`src/include/acc_pkg.sv`:
```
// Contract
// - Chop enable bit, one on, resets zero
// - Four-bit chop delay in bits 12:9, reset 0011b
// - Two-bit channel-0 input select, bits 1:0
// - Offset high register holds offset bits 23:8
// - Offset low byte holds bits 7:0, low reads zero
// - Gain high resets 8000h; chop register 0600h
// - Spare b 7:4 and channel 5:3 read zero
// - Gain high register holds gain bits 23:8
`default_nettype none
package acc_pkg;
    // Register indices; byte address is four times the index
    localparam logic [3:0] ACC_IDX_CHOP   = 4'h6;
    localparam logic [3:0] ACC_IDX_SPAREA = 4'h7;
    localparam logic [3:0] ACC_IDX_SPAREB = 4'h8;
    localparam logic [3:0] ACC_IDX_CH0CFG = 4'h9;
    localparam logic [3:0] ACC_IDX_OFSHI  = 4'ha;
    localparam logic [3:0] ACC_IDX_OFSLO  = 4'hb;
    localparam logic [3:0] ACC_IDX_GAINHI = 4'hc;
    // Word index sits above the two byte-offset bits
    localparam int ACC_IDX_LSB = 2;
    localparam int ACC_IDX_MSB = 5;
    // Reset values
    localparam logic [15:0] ACC_RST_CHOP   = 16'h0600;
    localparam logic [15:0] ACC_RST_ZERO   = 16'h0000;
    localparam logic [15:0] ACC_RST_GAINHI = 16'h8000;
    // Storable bit masks; cleared bits are read-only zero
    localparam logic [15:0] ACC_MASK_ALL    = 16'hffff;
    localparam logic [15:0] ACC_MASK_SPAREB = 16'hff0f;
    localparam logic [15:0] ACC_MASK_CH0CFG = 16'hffc7;
    localparam logic [15:0] ACC_MASK_OFSLO  = 16'hff00;
    // Field positions
    localparam int ACC_CHOP_EN_BIT = 8;
    localparam int ACC_DLY_LSB     = 9;
    localparam int ACC_DLY_MSB     = 12;
    localparam int ACC_SEL_LSB     = 0;
    localparam int ACC_SEL_MSB     = 1;
    localparam int ACC_LOB_LSB     = 8;
    localparam int ACC_LOB_MSB     = 15;
    // Settle count width covers 65536 periods
    localparam int ACC_CNT_W = 17;
    localparam logic [3:0]  ACC_DLY_ODD  = 4'hd;
    localparam logic [16:0] ACC_ODD_CNT  = 17'h04064;
    localparam logic [16:0] ACC_BASE_CNT = 17'h00002;
    // Settle timer states
    typedef enum logic {ACC_IDLE, ACC_SETTLE} acc_state_t;
endpackage
`default_nettype wire

```
`src/logic/acc_regs.sv`:
```
`timescale 1ns/10ps
`default_nettype none
module acc_regs
    import acc_pkg::*;
(
    // Clock and reset
    input  wire logic        SYS_CLK,
    input  wire logic        RST_N,
    // APB slave
    input  wire logic        PSEL,
    input  wire logic        PENABLE,
    input  wire logic        PWRITE,
    input  wire logic [31:0] PADDR,
    input  wire logic [31:0] PWDATA,
    output logic      [31:0] PRDATA,
    output logic             PREADY,
    output logic             PSLVERR,
    // Conversion timing, same clock domain
    input  wire logic        CONV_START,
    input  wire logic        MOD_TICK,
    input  wire logic        PHASE_FLIP,
    // Configuration toward the datapath
    output logic             CHOP_MODE_ON,
    output logic [3:0]       CHOP_SETTLE_DELAY,
    output logic             CHOP_SETTLING,
    output logic [1:0]       CHANNEL0_INPUT_SELECT,
    output logic [23:0]      CHANNEL0_OFFSET,
    output logic [23:0]      CHANNEL0_GAIN
);

    // Stored register words
    logic [15:0] chop_reg;
    logic [15:0] sparea_reg;
    logic [15:0] spareb_reg;
    logic [15:0] ch0cfg_reg;
    logic [15:0] ofshi_reg;
    logic [15:0] ofslo_reg;
    logic [15:0] gainhi_reg;

    // Bus handshake state
    logic        pready_reg;
    logic        pslverr_reg;
    logic [31:0] prdata_reg;

    // Decoded access
    logic [3:0]  idx;
    logic        hit;
    logic        in_range;
    logic        wr_stb;
    logic [15:0] wdata;
    logic [15:0] rd_mux;

    // Active calibration words, latched per conversion
    logic [23:0] ofs_act_reg;
    logic [23:0] gain_act_reg;
    logic [1:0]  sel_act_reg;

    // Settle timer
    acc_state_t           state_reg;
    logic [ACC_CNT_W-1:0] cnt_reg;
    logic [ACC_CNT_W-1:0] dly_cnt;

    // Overview of the register map
    // Index 6: chop configuration word
    //   Bit 8 switches chop mode on
    //   Bits 12:9 pick the settle delay code
    //   Other bits are reserved storage
    // Index 7: spare word a, plain storage
    // Index 8: spare word b
    //   Bits 7:4 are read-only zero
    // Index 9: channel-0 configuration
    //   Bits 1:0 pick the input source
    //   Bits 5:3 are read-only zero
    // Index 10: offset bits 23:8
    // Index 11: offset bits 7:0 in the upper byte
    //   Low byte is read-only zero
    // Index 12: gain bits 23:8
    // Byte address is four times the index
    // All words sit in the low half of the data bus
    // The upper half always reads zero

    // Bus timing overview
    // Setup cycle: select high, enable low
    // First access cycle: ready still low
    // Second access cycle: ready high
    // Write lands at the edge that samples ready high
    // Read data stands only in the ready cycle
    // Error flag stands only in the ready cycle
    // Back to back transfers are accepted
    // Ready is a register, so the wait is fixed
    // A fixed wait trades speed for a clean answer

    // Refused accesses
    // Indices outside 6 to 12 raise the error flag
    // Nonzero upper address bits raise the error flag
    // Nonzero byte-offset bits raise the error flag
    // A refused write changes nothing
    // A refused read returns zero

    // Input source codes
    // Code 0: channel pins connected
    // Code 1: pins open, converter inputs shorted
    // Code 2: positive test level applied
    // Code 3: negative test level applied

    // Settle delay codes
    // Code k waits two times two to the k periods
    // Code 13 waits the odd count kept in the package
    // Code 14 is undefined and keeps doubling
    // Code 15 waits the longest count
    // Periods are counted on modulator ticks
    // The tick input must pulse once per period

    // Settle timer behaviour
    // A phase flip with chop on starts the wait
    // A phase flip with chop off is ignored
    // A new flip during a wait restarts the count
    // Turning chop off ends the wait at once
    // The settling flag falls on the last tick
    // A limitation: the counter is loaded on every flip,
    // even with chop off, but it is read only in a wait

    // Calibration and select handling
    // Host writes go to stored words first
    // Conversion start copies them to the outputs
    // So a write never tears a running conversion
    // Offset is two's complement, 24 bits
    // Gain is unsigned, 24 bits, below two
    // Gain low byte lives outside this block
    // It is taken as zero here
    // Reset values stand until the first start

    // Reserved fields
    // Read/write reserved bits are stored as written
    // The host is expected to keep them zero
    // Read-only bits never store and read zero
    // Masks for them live in the package

    // Reset behaviour
    // Reset is synchronous and active low
    // Bus outputs are zero during reset
    // Register words take their reset values
    // The settle timer returns to idle
    // A transfer may start right after release

    // Clocking
    // Everything runs on the one system clock
    // Timing inputs come from the same domain
    // So no synchroniser stages are needed
    // Every output comes from a flip-flop

    // Word index from the byte address
    assign idx = PADDR[ACC_IDX_MSB:ACC_IDX_LSB];

    // Mapped words sit at indices 6 to 12, word aligned
    assign in_range = (idx >= ACC_IDX_CHOP) && (idx <= ACC_IDX_GAINHI);

    // Whole address must match; upper bits must be zero
    assign hit = in_range
              && (PADDR[31:ACC_IDX_MSB+1] == '0)
              && (PADDR[ACC_IDX_LSB-1:0] == '0);

    // A write lands only at the completing edge
    assign wr_stb = PSEL && PENABLE && pready_reg && PWRITE && hit;

    // Registers are 16 bits wide in the low lanes
    assign wdata = PWDATA[15:0];

    // Read multiplexer; masked bits read back as zero
    always_comb begin
        rd_mux = ACC_RST_ZERO;
        case (idx)
            ACC_IDX_CHOP:   rd_mux = chop_reg;
            ACC_IDX_SPAREA: rd_mux = sparea_reg;
            ACC_IDX_SPAREB: rd_mux = spareb_reg & ACC_MASK_SPAREB;
            ACC_IDX_CH0CFG: rd_mux = ch0cfg_reg & ACC_MASK_CH0CFG;
            ACC_IDX_OFSHI:  rd_mux = ofshi_reg;
            ACC_IDX_OFSLO:  rd_mux = ofslo_reg & ACC_MASK_OFSLO;
            ACC_IDX_GAINHI: rd_mux = gainhi_reg;
            default:        rd_mux = ACC_RST_ZERO;
        endcase
    end

    // One wait state: ready rises in the second access cycle
    // Registering ready keeps the bus answer glitch free
    always_ff @(posedge SYS_CLK) begin
        if (!RST_N) begin
            pready_reg <= 1'b0;
        end else begin
            pready_reg <= PSEL && PENABLE && !pready_reg;
        end
    end

    // Error flag rides with ready for unmapped addresses
    always_ff @(posedge SYS_CLK) begin
        if (!RST_N) begin
            pslverr_reg <= 1'b0;
        end else begin
            pslverr_reg <= PSEL && PENABLE && !pready_reg && !hit;
        end
    end

    // Read data captured alongside ready; zero otherwise
    always_ff @(posedge SYS_CLK) begin
        if (!RST_N) begin
            prdata_reg <= '0;
        end else if (PSEL && PENABLE && !pready_reg && !PWRITE && hit) begin
            prdata_reg <= {16'h0000, rd_mux};
        end else begin
            prdata_reg <= '0;
        end
    end

    // Chop configuration word
    // Reserved fields are stored as written; host keeps them zero
    always_ff @(posedge SYS_CLK) begin
        if (!RST_N) begin
            chop_reg <= ACC_RST_CHOP;
        end else if (wr_stb && idx == ACC_IDX_CHOP) begin
            chop_reg <= wdata;
        end
    end

    // Spare word a, plain read/write storage
    always_ff @(posedge SYS_CLK) begin
        if (!RST_N) begin
            sparea_reg <= ACC_RST_ZERO;
        end else if (wr_stb && idx == ACC_IDX_SPAREA) begin
            sparea_reg <= wdata & ACC_MASK_ALL;
        end
    end

    // Spare word b; bits 7:4 never store
    always_ff @(posedge SYS_CLK) begin
        if (!RST_N) begin
            spareb_reg <= ACC_RST_ZERO;
        end else if (wr_stb && idx == ACC_IDX_SPAREB) begin
            spareb_reg <= wdata & ACC_MASK_SPAREB;
        end
    end

    // Channel-0 configuration; bits 5:3 never store
    always_ff @(posedge SYS_CLK) begin
        if (!RST_N) begin
            ch0cfg_reg <= ACC_RST_ZERO;
        end else if (wr_stb && idx == ACC_IDX_CH0CFG) begin
            ch0cfg_reg <= wdata & ACC_MASK_CH0CFG;
        end
    end

    // Offset bits 23:8, full word
    always_ff @(posedge SYS_CLK) begin
        if (!RST_N) begin
            ofshi_reg <= ACC_RST_ZERO;
        end else if (wr_stb && idx == ACC_IDX_OFSHI) begin
            ofshi_reg <= wdata;
        end
    end

    // Offset bits 7:0 in the upper byte; low byte read-only
    always_ff @(posedge SYS_CLK) begin
        if (!RST_N) begin
            ofslo_reg <= ACC_RST_ZERO;
        end else if (wr_stb && idx == ACC_IDX_OFSLO) begin
            ofslo_reg <= wdata & ACC_MASK_OFSLO;
        end
    end

    // Gain bits 23:8; reset gives a mid-range gain of one
    always_ff @(posedge SYS_CLK) begin
        if (!RST_N) begin
            gainhi_reg <= ACC_RST_GAINHI;
        end else if (wr_stb && idx == ACC_IDX_GAINHI) begin
            gainhi_reg <= wdata;
        end
    end

    // Delay code to modulator periods
    // Code 1110b is undefined; it continues the doubling
    always_comb begin
        dly_cnt = ACC_BASE_CNT << chop_reg[ACC_DLY_MSB:ACC_DLY_LSB];
        if (chop_reg[ACC_DLY_MSB:ACC_DLY_LSB] == ACC_DLY_ODD) begin
            dly_cnt = ACC_ODD_CNT;
        end
    end

    // Settle timer: after a chop phase flip, wait the delay
    // Counts modulator ticks, not system clocks
    always_ff @(posedge SYS_CLK) begin
        if (!RST_N) begin
            state_reg <= ACC_IDLE;
        end else begin
            case (state_reg)
                ACC_IDLE: begin
                    if (PHASE_FLIP && chop_reg[ACC_CHOP_EN_BIT]) begin
                        state_reg <= ACC_SETTLE;
                    end
                end
                ACC_SETTLE: begin
                    // Chop off abandons the wait at once
                    if (!chop_reg[ACC_CHOP_EN_BIT]) begin
                        state_reg <= ACC_IDLE;
                    end else if (MOD_TICK && cnt_reg <= 17'h00001
                                 && !PHASE_FLIP) begin
                        state_reg <= ACC_IDLE;
                    end
                end
                default: state_reg <= ACC_IDLE;
            endcase
        end
    end

    // Remaining periods; a new flip restarts the wait
    always_ff @(posedge SYS_CLK) begin
        if (!RST_N) begin
            cnt_reg <= '0;
        end else if (PHASE_FLIP) begin
            cnt_reg <= dly_cnt;
        end else if (state_reg == ACC_SETTLE && MOD_TICK
                     && cnt_reg != '0) begin
            cnt_reg <= cnt_reg - 17'h00001;
        end
    end

    // Shadow to active on conversion start
    // Mid-conversion writes never tear a running result
    always_ff @(posedge SYS_CLK) begin
        if (!RST_N) begin
            ofs_act_reg  <= '0;
            gain_act_reg <= {ACC_RST_GAINHI, 8'h00};
            sel_act_reg  <= '0;
        end else if (CONV_START) begin
            ofs_act_reg  <= {ofshi_reg, ofslo_reg[ACC_LOB_MSB:ACC_LOB_LSB]};
            gain_act_reg <= {gainhi_reg, 8'h00};
            sel_act_reg  <= ch0cfg_reg[ACC_SEL_MSB:ACC_SEL_LSB];
        end
    end

    // Outputs straight from flip-flops
    assign PRDATA                = prdata_reg;
    assign PREADY                = pready_reg;
    assign PSLVERR               = pslverr_reg;
    assign CHOP_MODE_ON          = chop_reg[ACC_CHOP_EN_BIT];
    assign CHOP_SETTLE_DELAY     = chop_reg[ACC_DLY_MSB:ACC_DLY_LSB];
    assign CHOP_SETTLING         = (state_reg == ACC_SETTLE);
    assign CHANNEL0_INPUT_SELECT = sel_act_reg;
    assign CHANNEL0_OFFSET       = ofs_act_reg;
    assign CHANNEL0_GAIN         = gain_act_reg;

endmodule // acc_regs
`default_nettype wire

```
`config.mk`:
```
export PLATFORM = sky130hd
export DESIGN_NAME = acc_regs
export DESIGN_NICKNAME = d
export VERILOG_FILES = /design/src/include/acc_pkg.sv /design/src/logic/acc_regs.sv
export SDC_FILE = /design/constraint.sdc
export NUM_CORES = 1
export LEC_CHECK = 0
export BUFFER_PORTS_ARGS = -buffer_cell sky130_fd_sc_hd__buf_2
export CORE_UTILIZATION = 55
export DETAILED_ROUTE_END_ITERATION = 6
export PLACE_DENSITY = 0.8
export SETUP_SLACK_MARGIN = 0.4
export SLEW_MARGIN = 25
export SYNTH_ARGS = -nofsm -noshare
export SYNTH_HDL_FRONTEND = slang
export SYNTH_SLANG_ARGS = --single-unit
```
`constraint.sdc`:
```
create_clock -name SYS_CLK -period 3.1 [get_ports SYS_CLK]
set_input_delay 0 -clock SYS_CLK [delete_from_list [all_inputs] [get_ports SYS_CLK]]
set_output_delay 0 -clock SYS_CLK [all_outputs]
set_load 0.02 [all_outputs]
```
==> reports/results.tsv <==
metric	value	unit
outcome	completed	
register area share after synthesis	43.76	%
die height	122.7	um
CP max FO	7	
Psw	1.196	mW
buffers and inverters on the worst path	1	
clock buffer count from CTS	17	
worst-path cell chain	inv_1 -> ha_1 -> or4b_2 -> or4_4 -> a211oi_1 -> nor3b_1	
fin crit period	2.280	ns
HPWL after DPL	13.03	mm
Startpoint Class	flop	
Cell Int Power	3.622	mW
row count	43	
Hold Vio Cnt, Final	0	
Max stage delay on crit path	0.65	ns
Yosys top cell by area	dfxtp_1	
Final ANT Viol Nets	0	
Synth Area per Inst	9.566	sq um
Setup WS pre-CTS	0.8419	ns
Comb power frac	7.2	%
slowest cell on the critical path	or4b_2	
worst vdd ir	0.4436	mV
CP endpoint kind	flop	
RD Place Congestion	0.9081	
max_cap viols	0	
first-pass GRT wire length	31.15	mm
RSZ-0062 raised after global routing	no	
post-synthesis cell type count	64	
DRC viols	0	
wirelength, routed	20.17	mm
relative slew slack	35.72	%
Root Driver	clkbuf_16	
Final setup viols	0	
share of cells above drive strength 1	21.52	%
delay-heaviest family, CP	simple AND/OR/NAND/NOR gates	
fin area	9425	sq um
wire per inst	17.66	um
Sw Share	24.82	%
number of buffers added on ports	121	
ys flop type	dfxtp_1	
Setup Crit Path Kind	flop to flop	
most frequent cells in the layout	dfxtp_1 (175), mux2i_1 (140), nand2_1 (134)	
dpl cells	1093	
fin crit share	73.56	%
chip width	122.7	um
pin count of the biggest net entering global routing	171	
Hold WS	0.04601	ns
CTS H-Tree Depth	4	
clock insertion delay at the later pin of the skew report	0.44	ns
number of synthesized flops with an enable pin	0	
Post-CTS Resized	0	
postcts setup bufs	0	
clock share of power	45.8	%
Final Non-Filler Cells	1142	
sequential group share of total power	47.0	%
synth top area cells	dfxtp_1 (44%), mux2i_1 (18%), nand2_1 (6.3%)	
Pwr Density	511.2	nW/um^2
final-stage net count	1023	
Fin Clk Skew	0.01252	ns
clock slew at reported path FFs	0.07	ns
Final Util	67.12	%
Tot Pwr	4.818	mW
hold-fix buffers at CTS	17	
initial core utilization	57.02	%
Max Buffers Root-to-Sink	2	
sum of negative setup slack	0	ns
io pins	162	
Hold Path Class	primary input to flop	
Mapped Area	8006	sq um
vias in the first global route	6106	
Overflow after GRT	0	
Core ar.	14040	sq um
Lkg Pwr	3.681	nW
Least-Margin Pin Slew	0.9553	ns
clock sinks	175	
most common cell after layout, fill and taps aside	dfxtp_1	
# diodes	0	
Yosys top cell area share	43.76	%
max FFs per register	24	
Area after DPL	8650	sq um
initial antenna violation count	0	
via count	6676	
fmax	0.4385	GHz
number of synthesized register bits	175	
Async S/R FF share, synth	0	%
Initial DRT Pass Iterations	7	
Synth Instances	837	
number of synthesis warnings	0	
fin worst setup slack	0.8197	ns
Area Growth Syn to Fin	17.72	%
critical path required time	3.41	ns
DRT iter0 DRCs	593	
Tot GR Track Use	27.06	%
CTS tree	yes	
Max Slew Vio Count	0	
Die ar.	15040	sq um
via/cell ratio	5.846	
data arrival time of the worst path	2.59	ns
worst reg2reg max path, stage by stage, from the launching register on:
cell and delay (ns):
dfxtp_1 0.36, inv_1 0.11, ha_1 0.21, or4b_2 0.65, or4_4 0.50, a211oi_1 0.25, nor3b_1 0.07
cell usage after synthesis, drive strengths merged, types with 6 or more instances:
cell    instances
a22o           14
nor2           17
nand4           6
mux2i         140
a222oi         11
a32o            6
mux2           12
nor4           18
buf            47
or4             7
clkbuf         42
a21oi          21
nor3           15
nand3b          6
nand3           8
nand2         134
dfxtp         175
o21ai          10
nor2b          53
nor3b           7
inv             7
metal layers:
layer | global-route usage, % | share of wire (%) | up-vias
met1 | 34.67 | 43 | 3192
li1 | - | - | 3173
met4 | 11.28 | 2.6 | 0
met5 | 0 | 0 | -
met3 | 5.994 | 6.5 | 43
met2 | 43.82 | 48 | 268
path summary, 6_finish.rpt:
kind / end / startpoint / slack (ns) / depth (start not counted)
worst min register to register: ch0cfg_reg[8] / ch0cfg_reg[8] / 0.46 / 2
worst max-delay path: cnt_reg[13] / cnt_reg[1] / 0.82 / 6
worst min-delay path: ofshi_reg[13] / PWDATA[13] / 0.05 / 3
worst max register to register: cnt_reg[13] / cnt_reg[1] / 0.82 / 6
area by class of cell:
class	instances	area, sq um
Clock inverter	14	166.4
Clock buffer	18	439.2
Inverter	7	26.28
Tap cell	180	225.2
Fill cell	1108	4617
Multi-Input combinational cell	589	4116
Timing Repair Buffer	159	948.4
Sequential cell	175	3503
power by group through the flow:
stage / clock (mW) / combinational, mW / sequential (mW)
after CTS: 2.23 / 0.341 / 2.27
after detailed placement: 0 / 0.323 / 2.32
final: 2.21 / 0.346 / 2.27
after floorplan: 0 / 0.259 / 2.31
after global routing: 2.33 / 0.371 / 2.27
after global placement: 0 / 0.322 / 2.32
logic make-up (layout without fill, tap and decap cells):
logic type                 count (synthesis)  in the layout  share of synthesized area (%)
muxes                                    152            152                          19.19
DFF                                      175            175                          43.76
xor gates and xnor gates                   2              2                         0.2188
buffers and inverters                     96            198                          6.220
AOI/OAI and AO/OA                        111            111                          10.88
other                                      1             24                        0.04684
adders and majority gates                  2              2                         0.3125
and+or+nand+nor                          298            298                          19.38
(Power assumes the default switching activity.)
